<file path="src/inc/sync_serial_regs.svh">
// register map, field positions, reset values and timing counts of the serial channel
// What this block does
// - transmit and receive share one serial clock, each double buffered; on the internal clock with transmit on, receive is clocked only while transmitting.
// - each bit is driven from one falling clock edge to the next, valid at rising.
// - bits go out least significant first; line holds the last bit afterwards.
// - every character is exactly eight data bits, no parity or extra bit.
// - clock source is internal divider or external pin, chosen by mode and the high select bit.
// - internal clock gives eight pulses per character; clock pin idles high.
// - empty flag found clear: copy holding into shifter, set empty flag, start shifting.
// - loading the shifter with empty interrupt enabled raises the empty request.
// - at bit 7 empty flag clear chains next frame, else set done flag.
// - clearing transmit enable sets the empty flag and resets the shifter.
// - clearing receive enable keeps full flag, error flags and holding register.
// - receiver shifts in lsb first; after eight bits loads holding if not full.
// - while an error flag is set no reception sets the full flag.
// - parity or framing flag set blocks both transmission and reception.
// - full flag set with receive interrupt enabled requests the full interrupt.
// - any error flag with receive interrupt enabled requests the fault interrupt, never dma.
// - empty request may start dma; a dma write of holding clears the empty flag.
// - full request may start dma; a dma read of holding clears the full flag.
// - done flag with its enable requests the done interrupt, never dma.
// - four separate request lines; priority fault, full, empty, done.
// - character completing while full sets overrun and is not copied.
`ifndef SYNC_SERIAL_REGS_SVH
`define SYNC_SERIAL_REGS_SVH

// ==========================================================
// offsets
`define OFS_FORMAT 3'h0
`define OFS_BAUD 3'h1
`define OFS_CONTROL 3'h2
`define OFS_TX_HOLD 3'h3
`define OFS_FLAGS 3'h4
`define OFS_RX_HOLD 3'h5

// ==========================================================
// format register fields
`define FMT_SYNC_MODE 7
// control register fields
`define CTL_TX_EMPTY_IRQ_EN 7
`define CTL_RX_IRQ_EN 6
`define CTL_TX_ENABLE 5
`define CTL_RX_ENABLE 4
`define CTL_MULTIPROC_WAIT_EN 3
`define CTL_TX_DONE_IRQ_EN 2
`define CTL_CLK_SEL_HI 1
`define CTL_CLK_SEL_LO 0
// flag register fields
`define FLG_TX_EMPTY 7
`define FLG_RX_FULL 6
`define FLG_OVERRUN 5
`define FLG_FRAMING 4
`define FLG_PARITY 3
`define FLG_TX_DONE 2

// ==========================================================
// reset values and counts
`define RST_FORMAT 8'h00
`define RST_BAUD 8'hff
`define RST_CONTROL 8'h00
`define LAST_BIT 3'h7

`endif

</file>
<file path="src/inc/sync_serial_pkg.sv">
// types shared by the serial channel
package sync_serial_pkg;
    typedef enum logic [1:0] {
        TX_IDLE = 2'b00,
        TX_SHIFT = 2'b01,
        TX_STOP = 2'b10
    } tx_state_t;
endpackage

</file>
<file path="src/core/sync_serial_channel.sv">
// one clocked synchronous serial channel with register port, dma hand-off and four requests
`include "sync_serial_regs.svh"

module sync_serial_channel
    import sync_serial_pkg::*;
#(
    parameter int DATA_W = 8
) (
    input wire logic sys_clk,
    input wire logic srst,
    input wire logic [2:0] reg_addr,
    input wire logic [DATA_W-1:0] reg_wdata,
    input wire logic reg_wr,
    input wire logic reg_rd,
    input wire logic dma_cycle,
    output logic [DATA_W-1:0] reg_rdata,
    input wire logic parity_fault_set,
    input wire logic framing_fault_set,
    input wire logic sck_in,
    output logic sck_out,
    output logic sck_oe_n,
    input wire logic rxd_in,
    output logic txd_out,
    output logic txd_oe_n,
    output logic tx_empty_irq,
    output logic rx_full_irq,
    output logic rx_fault_irq,
    output logic tx_done_irq
);

    // ==========================================================
    // registers
    logic [7:0] serial_format_reg;
    logic [7:0] baud_divisor_reg;
    logic [7:0] serial_control_reg;
    logic [DATA_W-1:0] tx_holding_reg;
    logic [DATA_W-1:0] rx_holding_reg;
    logic [DATA_W-1:0] tx_shift_reg;
    logic [DATA_W-1:0] rx_shift_reg;
    logic tx_empty_flag;
    logic rx_full_flag;
    logic rx_overrun_flag;
    logic rx_framing_fault;
    logic rx_parity_fault;
    logic tx_done_flag;
    tx_state_t tx_state;
    logic [2:0] tx_cnt;
    logic [2:0] rx_cnt;
    logic [2:0] eng_cnt;
    logic [7:0] half_cnt;
    logic eng_active;
    logic sck_level;
    logic sck_s1, sck_s2, sck_s3;
    logic rxd_s1, rxd_s2;

    // ==========================================================
    // decode
    logic wr_format, wr_baud, wr_ctl, wr_txh, wr_flags, rd_rxh;
    logic sync_mode, int_clk, tx_en, rx_en, rx_ie;
    logic err_any, pf_block, tx_going, rx_run, eng_want;
    logic fall, rise, tx_disable;
    logic rx_last, tx_last_fall;

    assign wr_format = reg_wr && reg_addr == `OFS_FORMAT;
    assign wr_baud = reg_wr && reg_addr == `OFS_BAUD;
    assign wr_ctl = reg_wr && reg_addr == `OFS_CONTROL;
    assign wr_txh = reg_wr && reg_addr == `OFS_TX_HOLD;
    assign wr_flags = reg_wr && reg_addr == `OFS_FLAGS;
    assign rd_rxh = reg_rd && reg_addr == `OFS_RX_HOLD;
    assign sync_mode = serial_format_reg[`FMT_SYNC_MODE];
    // async framing lives outside; in that mode this channel stays idle
    assign int_clk = sync_mode && !serial_control_reg[`CTL_CLK_SEL_HI];
    assign tx_en = serial_control_reg[`CTL_TX_ENABLE];
    assign rx_en = serial_control_reg[`CTL_RX_ENABLE];
    assign rx_ie = serial_control_reg[`CTL_RX_IRQ_EN];
    assign err_any = rx_overrun_flag || rx_framing_fault || rx_parity_fault;
    assign pf_block = rx_framing_fault || rx_parity_fault;
    // any receive error holds back the receiver and a new transmit start
    assign rx_run = sync_mode && rx_en && !err_any;
    assign tx_disable = wr_ctl && tx_en && !reg_wdata[`CTL_TX_ENABLE];
    assign tx_going = tx_state == TX_SHIFT;
    // receive-only keeps the internal clock running; with transmit on it follows data
    assign eng_want = tx_going || (rx_run && !tx_en);

    // ==========================================================
    // input synchronisers
    // the third clock stage only keeps the previous level for edge finding
    always_ff @(posedge sys_clk) begin
        sck_s1 <= sck_in;
        sck_s2 <= sck_s1;
        sck_s3 <= sck_s2;
        rxd_s1 <= rxd_in;
        rxd_s2 <= rxd_s1;
    end

    // ==========================================================
    // serial clock: internal divider or external pin edges
    logic int_fall, int_rise;
    assign int_fall = eng_active && half_cnt == 8'h00 && sck_level;
    assign int_rise = eng_active && half_cnt == 8'h00 && !sck_level;
    assign fall = int_clk ? int_fall : (sync_mode && sck_s3 && !sck_s2);
    assign rise = int_clk ? int_rise : (sync_mode && !sck_s3 && sck_s2);

    // level that the divider takes at this edge; the pin copies it so that
    // data and clock move in the same cycle and nothing changes at a rise
    logic next_sck_level;
    always_comb begin
        next_sck_level = sck_level;
        if (!int_clk || !eng_active) begin
            next_sck_level = 1'b1;
        end else if (half_cnt == 8'h00) begin
            next_sck_level = !sck_level;
        end
    end

    // half period is baud divisor plus one system clock
    // limitation: receiving on the internal clock needs a divisor of 2 or more,
    // since the line synchroniser costs two clocks before a rise can sample it
    always_ff @(posedge sys_clk) begin
        if (srst || !int_clk) begin
            eng_active <= 1'b0;
            sck_level <= 1'b1;
            half_cnt <= 8'h00;
            eng_cnt <= 3'h0;
        end else if (!eng_active) begin
            sck_level <= 1'b1;
            eng_cnt <= 3'h0;
            half_cnt <= baud_divisor_reg;
            if (eng_want) begin
                eng_active <= 1'b1;
            end
        end else if (half_cnt != 8'h00) begin
            half_cnt <= half_cnt - 8'h01;
        end else begin
            half_cnt <= baud_divisor_reg;
            sck_level <= !sck_level;
            if (!sck_level) begin
                eng_cnt <= eng_cnt + 3'h1;
                // stop only on the eighth rising edge so the pin rests high
                if (eng_cnt == `LAST_BIT && !eng_want) begin
                    eng_active <= 1'b0;
                end
            end
        end
    end

    // ==========================================================
    // software registers
    always_ff @(posedge sys_clk) begin
        if (srst) begin
            serial_format_reg <= `RST_FORMAT;
            baud_divisor_reg <= `RST_BAUD;
            serial_control_reg <= `RST_CONTROL;
            tx_holding_reg <= '0;
        end else begin
            if (wr_format) begin
                serial_format_reg <= reg_wdata;
            end
            if (wr_baud) begin
                baud_divisor_reg <= reg_wdata;
            end
            if (wr_ctl) begin
                serial_control_reg <= reg_wdata;
            end
            if (wr_txh) begin
                tx_holding_reg <= reg_wdata;
            end
        end
    end

    // ==========================================================
    // transmitter
    assign tx_last_fall = fall && tx_going && tx_cnt == `LAST_BIT;

    always_ff @(posedge sys_clk) begin
        if (srst || !tx_en || !sync_mode) begin
            tx_state <= TX_IDLE;
            tx_shift_reg <= '0;
            tx_cnt <= 3'h0;
        end else begin
            case (tx_state)
                TX_IDLE: begin
                    if (!tx_empty_flag && !err_any) begin
                        tx_shift_reg <= tx_holding_reg;
                        tx_cnt <= 3'h0;
                        tx_state <= TX_SHIFT;
                    end
                end
                TX_SHIFT: begin
                    if (fall) begin
                        tx_shift_reg <= tx_shift_reg >> 1;
                        tx_cnt <= tx_cnt + 3'h1;
                        if (tx_cnt == `LAST_BIT) begin
                            if (!tx_empty_flag && !pf_block) begin
                                tx_shift_reg <= tx_holding_reg;
                            end else begin
                                tx_state <= TX_STOP;
                            end
                        end
                    end
                end
                TX_STOP: begin
                    if (rise) begin
                        tx_state <= TX_IDLE;
                    end
                end
                default: tx_state <= TX_IDLE;
            endcase
        end
    end

    // line holds its last bit between frames
    always_ff @(posedge sys_clk) begin
        if (srst) begin
            txd_out <= 1'b1;
        end else if (fall && tx_going) begin
            txd_out <= tx_shift_reg[0];
        end
    end

    // empty flag: set on load, cleared by software or dma write
    logic tx_load;
    assign tx_load = (tx_state == TX_IDLE && tx_en && sync_mode && !tx_empty_flag && !err_any)
        || (tx_last_fall && !tx_empty_flag && !pf_block);

    always_ff @(posedge sys_clk) begin
        if (srst) begin
            tx_empty_flag <= 1'b1;
        end else if (tx_load || tx_disable) begin
            tx_empty_flag <= 1'b1;
        end else if (wr_txh && dma_cycle) begin
            tx_empty_flag <= 1'b0;
        end else if (wr_flags && !reg_wdata[`FLG_TX_EMPTY]) begin
            tx_empty_flag <= 1'b0;
        end
    end

    always_ff @(posedge sys_clk) begin
        if (srst) begin
            tx_done_flag <= 1'b1;
        end else if (tx_last_fall && (tx_empty_flag || pf_block)) begin
            tx_done_flag <= 1'b1;
        end else if (tx_load) begin
            tx_done_flag <= 1'b0;
        end else if (wr_flags && !reg_wdata[`FLG_TX_DONE]) begin
            tx_done_flag <= 1'b0;
        end
    end

    // ==========================================================
    // receiver
    assign rx_last = rise && rx_run && rx_cnt == `LAST_BIT;

    // leaving receive enable only stops shifting; flags and holding stay put
    always_ff @(posedge sys_clk) begin
        if (srst || !rx_run) begin
            rx_cnt <= 3'h0;
            rx_shift_reg <= '0;
        end else if (rise) begin
            rx_shift_reg <= {rxd_s2, rx_shift_reg[DATA_W-1:1]};
            rx_cnt <= rx_cnt + 3'h1;
        end
    end

    always_ff @(posedge sys_clk) begin
        if (srst) begin
            rx_holding_reg <= '0;
        end else if (rx_last && !rx_full_flag) begin
            rx_holding_reg <= {rxd_s2, rx_shift_reg[DATA_W-1:1]};
        end
    end

    // set wins over a clear in the same cycle
    always_ff @(posedge sys_clk) begin
        if (srst) begin
            rx_full_flag <= 1'b0;
        end else if (rx_last && !rx_full_flag) begin
            rx_full_flag <= 1'b1;
        end else if (rd_rxh && dma_cycle) begin
            rx_full_flag <= 1'b0;
        end else if (wr_flags && !reg_wdata[`FLG_RX_FULL]) begin
            rx_full_flag <= 1'b0;
        end
    end

    always_ff @(posedge sys_clk) begin
        if (srst) begin
            rx_overrun_flag <= 1'b0;
        end else if (rx_last && rx_full_flag) begin
            rx_overrun_flag <= 1'b1;
        end else if (wr_flags && !reg_wdata[`FLG_OVERRUN]) begin
            rx_overrun_flag <= 1'b0;
        end
    end

    // parity and framing faults come from the asynchronous receiver outside
    always_ff @(posedge sys_clk) begin
        if (srst) begin
            rx_framing_fault <= 1'b0;
            rx_parity_fault <= 1'b0;
        end else begin
            if (framing_fault_set) begin
                rx_framing_fault <= 1'b1;
            end else if (wr_flags && !reg_wdata[`FLG_FRAMING]) begin
                rx_framing_fault <= 1'b0;
            end
            if (parity_fault_set) begin
                rx_parity_fault <= 1'b1;
            end else if (wr_flags && !reg_wdata[`FLG_PARITY]) begin
                rx_parity_fault <= 1'b0;
            end
        end
    end

    // ==========================================================
    // read port, data one cycle after the strobe
    logic [DATA_W-1:0] next_rdata;
    always_comb begin
        next_rdata = '0;
        case (reg_addr)
            `OFS_FORMAT: next_rdata = serial_format_reg;
            `OFS_BAUD: next_rdata = baud_divisor_reg;
            `OFS_CONTROL: next_rdata = serial_control_reg;
            `OFS_TX_HOLD: next_rdata = tx_holding_reg;
            `OFS_FLAGS: next_rdata = {tx_empty_flag, rx_full_flag, rx_overrun_flag,
                rx_framing_fault, rx_parity_fault, tx_done_flag, 2'b00};
            `OFS_RX_HOLD: next_rdata = rx_holding_reg;
            default: next_rdata = '0;
        endcase
    end

    always_ff @(posedge sys_clk) begin
        if (srst) begin
            reg_rdata <= '0;
        end else if (reg_rd) begin
            reg_rdata <= next_rdata;
        end else begin
            reg_rdata <= '0;
        end
    end

    // ==========================================================
    // pins
    always_ff @(posedge sys_clk) begin
        if (srst) begin
            sck_out <= 1'b1;
            sck_oe_n <= 1'b1;
            txd_oe_n <= 1'b1;
        end else begin
            sck_out <= next_sck_level;
            sck_oe_n <= !int_clk;
            txd_oe_n <= !(tx_en && sync_mode);
        end
    end

    // ==========================================================
    // requests: separate levels, the interrupt controller ranks them
    always_ff @(posedge sys_clk) begin
        if (srst) begin
            tx_empty_irq <= 1'b0;
            rx_full_irq <= 1'b0;
            rx_fault_irq <= 1'b0;
            tx_done_irq <= 1'b0;
        end else begin
            tx_empty_irq <= tx_empty_flag && serial_control_reg[`CTL_TX_EMPTY_IRQ_EN];
            rx_full_irq <= rx_full_flag && rx_ie;
            rx_fault_irq <= err_any && rx_ie;
            tx_done_irq <= tx_done_flag && serial_control_reg[`CTL_TX_DONE_IRQ_EN];
        end
    end

endmodule

</file>
<file path="config.mk">
export PLATFORM = sky130hd
export DESIGN_NAME = sync_serial_channel
export DESIGN_NICKNAME = d
export VERILOG_FILES = /design/src/inc/sync_serial_pkg.sv /design/src/core/sync_serial_channel.sv
export VERILOG_INCLUDE_DIRS = /design/src /design/src/inc
export SDC_FILE = /design/constraint.sdc
export NUM_CORES = 1
export LEC_CHECK = 0
export BUFFER_PORTS_ARGS = -buffer_cell sky130_fd_sc_hd__buf_2
export CORE_MARGIN = 2
export CORE_UTILIZATION = 54
export DETAILED_ROUTE_END_ITERATION = 8
export GPL_TIMING_DRIVEN = 0
export MAX_ROUTING_LAYER = met4
export PLACE_DENSITY = 0.81
export SLEW_MARGIN = 20
export SYNTH_ARGS = -nofsm -noshare
export SYNTH_HDL_FRONTEND = slang
export SYNTH_SLANG_ARGS = --single-unit
</file>
<file path="constraint.sdc">
create_clock -name sys_clk -period 2.2 [get_ports sys_clk]
set_clock_uncertainty 0.2 [all_clocks]
set_input_delay 0.11 -clock sys_clk [delete_from_list [all_inputs] [get_ports sys_clk]]
set_output_delay 0.11 -clock sys_clk [all_outputs]
set_load 0.005 [all_outputs]
</file>
==> results of run 1 <==
-- repair_timing --
| item | CTS | global route |
|---|---|---|
| setup buffers | 9 | 0 |
| hold buffers | 17 | 0 |
| gates cloned | 1 | 0 |
| pin swaps | 4 | 3 |
| resized for setup | 24 | 16 |
| endpoints found under the hold margin | 39 | 0 |
| setup endpoints to repair | 38 | 35 |
-- stage by stage --
step	worst slack [ps]	cells	area, sq um	util [%]	TNS [ps]
4_1_cts	-59.3	680	5350	65.4	-358
3_5_place_dp	-282	637	4830	59.0	-5690
2_1_floorplan	14.9	500	4540	-	0
6_report	-47.8	680	5380	65.8	-243
5_1_grt	-94.8	680	5380	65.8	-614
3_3_place_gp	-271	637	4830	59.0	-4430
-- routing by layer --
layer / share of wire (%) / GRT usage, % / wire (um) / up-vias
met5: 0 / - / 0 / -
met4: 2.4 / 11.5 / 299 / 0
met3: 7.0 / 6.88 / 883 / 37
met2: 48 / 47.0 / 6040 / 167
met1: 42 / 36.9 / 5300 / 1968
li1: - / - / - / 1939
-- power by group --
| part | internal, W | total, W | switching [W] |
|---|---|---|---|
| combinational | 0.000112 | 0.000254 | 0.000141 |
| clock | 0.000539 | 0.00123 | 0.000689 |
| sequential | 0.00189 | 0.00192 | 0.0000298 |
| total | 0.00254 | 0.00340 | 0.000861 |
-- cell families (layout without fill, tap and decap cells) --
| logic type | count (synthesis) | count (layout) | synth area share [%] |
|---|---|---|---|
| adder cells (fa/ha/maj) | 9 | 9 | 2.48 |
| buffers and inverters | 41 | 116 | 3.59 |
| XOR/XNOR | 7 | 7 | 1.35 |
| multiplexers | 40 | 40 | 9.57 |
| AO/OA/AOI/OAI | 113 | 113 | 16.2 |
| flip-flops | 103 | 103 | 45.5 |
| AND/OR/NAND/NOR | 187 | 187 | 21.4 |
-- cell usage in the layout, fill, tap and decap left out, types with 5 or more instances in the layout --
cell / netlist / layout
clkbuf_1: 24 / 19
ha_1: 9 / 7
nor2_1: 33 / 33
nand3_1: 18 / 18
dlygate4sd3_1: 0 / 17
mux2_2: 7 / 7
o21ai_0: 21 / 21
buf_4: 0 / 11
dfxtp_1: 103 / 95
a21oi_1: 36 / 36
a211oi_1: 21 / 21
nand2b_1: 22 / 22
clkbuf_8: 0 / 9
mux2i_1: 31 / 31
nand2_1: 61 / 60
a22oi_1: 6 / 6
nor2b_1: 5 / 5
inv_1: 10 / 8
buf_2: 1 / 33
nor3_1: 9 / 6
xnor2_1: 5 / 5
nand3b_1: 11 / 11
dfxtp_2: 0 / 8
-- final timing paths --
kind | depth (start not counted) | endpoint | slack [ps]
setup / recovery | 5 | rx_holding_reg[6] | -50
hold / removal | 5 | serial_format_reg[3] | 140
setup reg to reg | 5 | rx_holding_reg[6] | -50
hold reg to reg | 0 | rxd_s2 | 140
-- worst max-delay path: stages (launching register included) --
cell      delay (ps)
dfxtp_2          360
or4_4            560
or3_4            430
a211oi_4         260
buf_6            180
mux2i_1          190
-- final cells by class --
class,instances,area (sq um)
flip-flops and latches,103,2070
multi-input cells,356,2400
clock buffers,9,124
clock inverters,7,78.8
plain buffers,30,130
repair buffers,59,405
fillers,666,2790
inverters,11,41.3
well taps,105,131
==> results.md, run 1 <==
* Cells after Synth at 500
* DRC at 0
* Drt via density at 6.05
* CTS tree: built
* Die area at 9150 sq um
* Final worst-path cycle share at 102%
* Cell Area, Synth at 4540 sq um
* Worst skew pair latency at 370 ps
* Final hold viol count at 0
* Sequential area share after synthesis at 45.5%
* Min setup slack post-route at -47.8 ps
* First-pass GRT wire length at 20100 um
* CTS sink cnt at 103
* Yosys reg bits at 103
* WHS at 135 ps
* Pleak at 2.04 nW
* Mean Syn Cell Area at 9.07 sq um
* Synthesized Nets at 529
* Highest Clock Rate at 445 MHz
* Clk buf depth at 2
* Crit end category: register
* Post-synth top area cell: dfxtp_1
* Tot Pwr at 0.00340 W
* Tmin final at 2250 ps
* Number of detailed-route iterations in the first pass at 5
* Ratio of cells with drive above 1 in the final layout at 17.9%
* WP data arrival at 2350 ps
* Vias in the first global route at 4081
* WP data required at 2300 ps
* Detailed Place HPWL at 8500 um
* Pins Over Slew Limit at 0
* Worst Hold Launch: reg_wr
* Total number of vias at 4111
* Synth cell count leaders: dfxtp_1 (103), nand2_1 (61), a21oi_1 (36)
* EDFF count, synth at 0
* Die H at 95.6 um
* Detailed Route Iter0 Violations at 305
* Tot GR Track Use at 29.7%
* Syn. warnings at 0
* H-tree levels at 3
* GRT overflow at 0
* Unrepaired setup endpoints after global routing: yes
* CP startpoint: half_cnt[5]
* Root Driver: clkbuf_8
* Slew at the pin closest to its max-slew limit at 1120 ps
* Core box area at 8180 sq um
* Area contributors post-synth: dfxtp_1 (45%), mux2i_1 (6.8%), nand2_1 (5.0%)
* Rows at 33
* Max-cap viol count at 0
* Number of top-level pins at 36
* Port Buf Inserts at 32
* Slew margin rel. at 24.4%
* Post-synth top area share at 45.5%
* Worst R2R Start: half_cnt[5]
* Hold crit path type: in2reg
* Clock-pin transition on the worst setup and hold timing paths at 100 ps
* Synth-to-Final Area Change at 18.6%
* TritonCTS Buffers at 9
* Chip Width at 95.6 um
* Unique masters post-synth at 62
* Kind of critical path: reg2reg
* Initial antenna violation count at 0
* Status: finished, violations left
* Antenna-violating nets left at 0
* Pwr dens at 633 nW/um^2
* Ys async rst share at 0%
* Post-Route WL at 12500 um
* Final nets at 599
* WL/cell at 18.4 um
* Worst vdd ir at 0.424 mV
* Final setup fails at 8
* Initial core utilization at 55.5%
* Diode count at 0
* Most frequent cell after synthesis: dfxtp_1
* Failing checks: negative setup slack
* Largest net degree at the start of global routing at 19
* Crit start category: register
* CP Max Fanout at 5
* Ys flop type: dfxtp_1
* GPL Wtd Cong at 0.977
Power figures use the tool's default switching activity.
==> run 2: changes to the inputs <==
- CORE_UTILIZATION: 54 -> 40
- PLACE_DENSITY: 0.81 -> 0.64
==> results.md, run 2 (synthesis gave the netlist of run 1 again) <==
* End point of the critical path: rx_holding_reg[2]
* Post-Layout Cell Count at 712
* Hold crit path type: in2reg
* Highest Clock Rate at 445 MHz
* Placed Cells at 672
* Die H at 110 um
* Finished Cell Area at 5550 sq um
* WL met1 at 5360 um
* CP startpoint: serial_control_reg[1]
* Vias in the first global route at 3861
* Kind of critical path: reg2reg
* Pleak at 2.08 nW
* Kind of cell adding the most delay to the critical path: simple AND/OR/NAND/NOR gates
* Commonest non-fill, non-tap cells in the layout: dfxtp_1 (97), nand2_1 (60), a21oi_1 (36)
* R2R Setup Slk at -50 ps
* Min setup slack post-route at -48.3 ps
* Final hold viol count at 0
* Sum Neg Setup Slack at -156 ps
* Worst R2R Start: serial_control_reg[1]
* Dpl cell area at 4870 sq um
* CP bufs+invs at 1
* Pins Over Slew Limit at 0
* Clock-pin transition on the worst setup and hold timing paths at 70 ps
* Post-Route WL at 12100 um
* Rows at 38
* Tot GR Track Use at 20.6%
* Port Buf Inserts at 32
* Final nets at 596
* Crit end category: register
* Pwr dens at 727 nW/um^2
* Final Util at 50.7%
* GRT overflow at 0
* Final worst-path cycle share at 102%
* H-tree levels at 3
* R2R depth at 5
* Die area at 12200 sq um
* WL/cell at 17.0 um
* CTS sink cnt at 103
* Synth-to-Final Area Change at 22.3%
* Clk buf depth at 2
* Total number of vias at 3965
* WP data arrival at 2310 ps
* Tmin final at 2250 ps
* Unrepaired setup endpoints after global routing: yes
* Worst path cell trace: or4bb_1, or3_4, a211oi_4, buf_6, mux2i_2
* Root Driver: clkbuf_16
* Initial core utilization at 41.5%
* TritonCTS Buffers at 9
* DRC at 0
* Initial antenna violation count at 0
* Status: finished, violations left
* Ratio of cells with drive above 1 in the final layout at 17.8%
* Number of top-level pins at 36
* WL met3 at 825 um
* Number of detailed-route iterations in the first pass at 5
* Diode count at 0
* Levels on crit path at 5
* Chip Width at 110 um
* Largest net degree at the start of global routing at 17
* Slew at the pin closest to its max-slew limit at 1020 ps
* Failing checks: negative setup slack
* Worst r2r dst: rx_holding_reg[2]
* Commonest non-fill, non-tap cell in the layout: dfxtp_1
* First-pass GRT wire length at 19700 um
* Max-cap viol count at 0
* Slew margin rel. at 31.3%
* Detailed Route Iter0 Violations at 290
* Largest stage delay, worst path at 580 ps
* CTS tree: built
* WHS at 9.16 ps
* Top layer in use: met4
* Antenna-violating nets left at 0
* CP Max Fanout at 8
* Final setup fails at 9
* Core box area at 10900 sq um
* WP data required at 2260 ps
* Drt via density at 5.57
* Crit start category: register
* Metal2 WL at 5600 um
* Worst vdd ir at 0.569 mV
* GPL Wtd Cong at 0.907
* Critical-path top delay cell: or4bb_1
* Detailed Place HPWL at 8700 um
* Worst skew pair latency at 340 ps
## run 2: changes by cell type in the layout (fill, tap and decap cells not counted), moves of 2 or more
cell           before  now
mux2i_2             0    2
bufinv_16           1    3
mux2i_1            31   29
dfxtp_2             8    6
clkbuf_16           0    9
dfxtp_1            95   97
clkbuf_8            9    2
dlygate4sd3_1      17   14
clkinv_4            3    1
inv_6               2    0
## run 2: layout make-up
type                       count  area (sq um)
buffer                        30           125
clock buffer                  11           253
clock inverter                 5           104
fill                        1010          5390
inverter                      11          41.3
multi-input combinational    356          2400
sequential                   103          2070
tap                          140           175
timing repair buffer          56           375
## run 2: routing by layer
metal	up-vias	global-route usage, %
li1	1924	-
met1	1878	26.6
met2	138	32.1
met3	25	4.06
met4	0	7.67
met5	-	-
## run 2: stage by stage
stage,setup slack (ps),total power (W)
final,-48.3,0.00403
after global routing,-118,0.00417
after CTS,-38.9,0.00404
after detailed placement,-314,0.00218
after global placement,-271,0.00217
after floorplan,14.9,0.00209
## run 2: repair_timing
item                                   4_1_cts  5_1_grt
resized for setup                           18       18
hold buffers                                14        0
pin swaps                                    4        2
setup buffers                                8        1
cloned                                       1        0
setup endpoints to repair                   37       38
endpoints found under the hold margin       38        0
## run 2: report_power, final
part	total [W]	internal, W	switching [W]
sequential	0.00192	0.00189	0.0000287
clock	0.00186	0.00117	0.000689
combinational	0.000248	0.000110	0.000138
total	0.00403	0.00318	0.000856
## run 2: worst min path at each step
stage / from / to / slack, ps / depth (start not counted)
2_1_floorplan: rxd_in / rxd_s1 / -60 / 0
3_3_place_gp: rxd_in / rxd_s1 / 10 / 1
3_5_place_dp: rxd_in / rxd_s1 / 10 / 1
4_1_cts: reg_rd / rx_full_flag / 6 / 3
5_1_grt: reg_rd / rx_full_flag / 30 / 3
6_report: reg_rd / rx_full_flag / 9 / 3
## run 2: tightest hold or removal path, cell delays in order
cell     delay [ps]
buf_2            90
a41oi_1         130
o21ba_1         170
==> run 3: changes to the inputs <==
- REMOVE_ABC_BUFFERS: not set -> 1
==> results.md, run 3 (synthesis gave the netlist of run 1 again) <==
* Final nets at 574
* Tmin final at 2220 ps
* Ratio of cells with drive above 1 in the final layout at 18.4%
* Drt via density at 5.59
* Number of top-level pins at 36
* Pins Over Slew Limit at 0
* Failing checks: negative setup slack
* GPL Wtd Cong at 0.847
* Layout filler cell count at 1023
* H-tree levels at 3
* Final setup fails at 5
* R2R Setup Slk at -20 ps
* Port Buf Inserts at 35
* Max-cap viol count at 0
* Crit end category: register
* Register area at 2080 sq um
* Total number of vias at 3854
* Highest Clock Rate at 450 MHz
* Tot GR Track Use at 19.9%
* Worst Hold Launch: reg_addr[1]
* Worst vdd ir at 0.666 mV
* Hold Path Depth at 3
* Worst r2r dst: rx_holding_reg[2]
* TritonCTS Buffers at 9
* Final Util at 50.0%
* Diode count at 0
* Largest net degree at the start of global routing at 65
* Status: finished, violations left
* Commonest non-fill, non-tap cells in the layout: dfxtp_1 (95), nand2_1 (60), a21oi_1 (35), buf_2 (35), nor2_1 (33)
* Slew margin rel. at 31.2%
* Die area at 12200 sq um
* Rows at 38
* Die H at 110 um
* Critical-path top delay cell: or4_4
* Core box area at 10900 sq um
* First-pass GRT wire length at 19100 um
* Pleak at 2.05 nW
* Number of detailed-route iterations in the first pass at 7
* Worst path cell trace: or4_4, or3_4, a211oi_4, buf_6, mux2i_1
* Hold crit path type: in2reg
* Tot Pwr at 0.00385 W
* Synth-to-Final Area Change at 20.4%
* Hold Path End: reg_rdata[2]
* R2R depth at 5
* Vias in the first global route at 3741
* Detailed Place HPWL at 7990 um
* Area of the multi-input gates at 2400 sq um
* Worst skew pair latency at 350 ps
* Unrepaired setup endpoints after global routing: yes
* GRT overflow at 0
* Min setup slack post-route at -21.3 ps
* Initial core utilization at 41.5%
* Initial antenna violation count at 0
* Commonest non-fill, non-tap cell in the layout: dfxtp_1
* Clock-pin transition on the worst setup and hold timing paths at 70 ps
* Chip Width at 110 um
* Final hold viol count at 0
* CP Max Fanout at 5
* CTS tree: built
* Sum Neg Setup Slack at -73.0 ps
* Post-Route WL at 11700 um
* Largest stage delay, worst path at 540 ps
* WL/cell at 17.0 um
* Detailed Route Iter0 Violations at 284
* Worst R2R Start: half_cnt[3]
* DRC at 0
* Root Driver: clkbuf_16
* Clk buf depth at 2
* Crit start category: register
* Final worst-path cycle share at 101%
* Pwr dens at 704 nW/um^2
* Antenna-violating nets left at 0
* Slew at the pin closest to its max-slew limit at 1030 ps
* WP data arrival at 2290 ps
* Kind of critical path: reg2reg
* WP data required at 2270 ps
* CTS sink cnt at 103
-- run 3: changes by cell type in the layout (fill, tap and decap cells not counted), moves of 3 or more --
cell           before  now
clkbuf_1           20    2
buf_1               5    0
dfxtp_4             0    5
clkbuf_2            3    0
dfxtp_2             6    3
dlygate4sd3_1      14   17
-- run 3: timing repair --
item | in CTS | in global routing
gates cloned | 1 | 0
endpoints found under the hold margin | 42 | 0
resized for setup | 25 | 11
pin swaps | 5 | 3
endpoints found under the setup margin | 41 | 29
buffers inserted | 9 | 3
hold buffers | 17 | 0
-- run 3: how the worst max path moves through the flow --
| stage | from | end | slack [ps] | cells past startpoint |
|---|---|---|---|---|
| floorplan | half_cnt[0] | rx_holding_reg[0] | -360 | 6 |
| detailed placement | half_cnt[0] | rx_holding_reg[2] | -740 | 6 |
| global route | serial_control_reg[1] | rx_holding_reg[3] | -80 | 5 |
| CTS | half_cnt[1] | rx_holding_reg[2] | -100 | 8 |
| global placement | half_cnt[0] | rx_holding_reg[2] | -630 | 6 |
| finish | half_cnt[3] | rx_holding_reg[2] | -20 | 5 |
-- run 3: metal layers --
layer | track usage [%] | wire length [um] | up-vias
met2 | 30.8 | 5440 | 115
met3 | 4.50 | 771 | 25
met5 | - | 0 | -
met1 | 25.3 | 5150 | 1834
li1 | - | - | 1880
met4 | 8.25 | 375 | 0
-- run 3: worst max-delay path: cells and delay by family, from the launching register on --
kind	cells	cell delay (ps)
buffers and inverters	1	180
DFF	1	350
AOI/OAI and AO/OA	1	260
muxes	1	180
and+or+nand+nor	2	970
-- run 3: stage by stage --
| stage | hold slack (ps) | instances | cell area (sq um) | setup slack [ps] |
|---|---|---|---|---|
| finish | 99.9 | 690 | 5460 | -21.3 |
| global route | 119 | 690 | 5460 | -84.7 |
| CTS | 79.3 | 689 | 5450 | -101 |
| detailed placement | 13.6 | 646 | 4780 | -745 |
| global placement | 13.2 | 645 | 4760 | -625 |
| floorplan | -62.3 | 470 | 4410 | -363 |
-- run 3: final cells by class --
cell class / instances / share of cell area (%)
multi-input cells: 356 / 44.0
flip-flops and latches: 103 / 38.2
repair buffers: 64 / 8.18
clock buffers: 11 / 4.26
well taps: 140 / 3.21
clock inverters: 5 / 1.49
inverters: 11 / 0.756
-- run 3: report_power, final --
part	internal (W)	switching, W
combinational	0.000108	0.000130
sequential	0.00189	0.0000291
clock	0.00100	0.000693
total	0.00300	0.000852
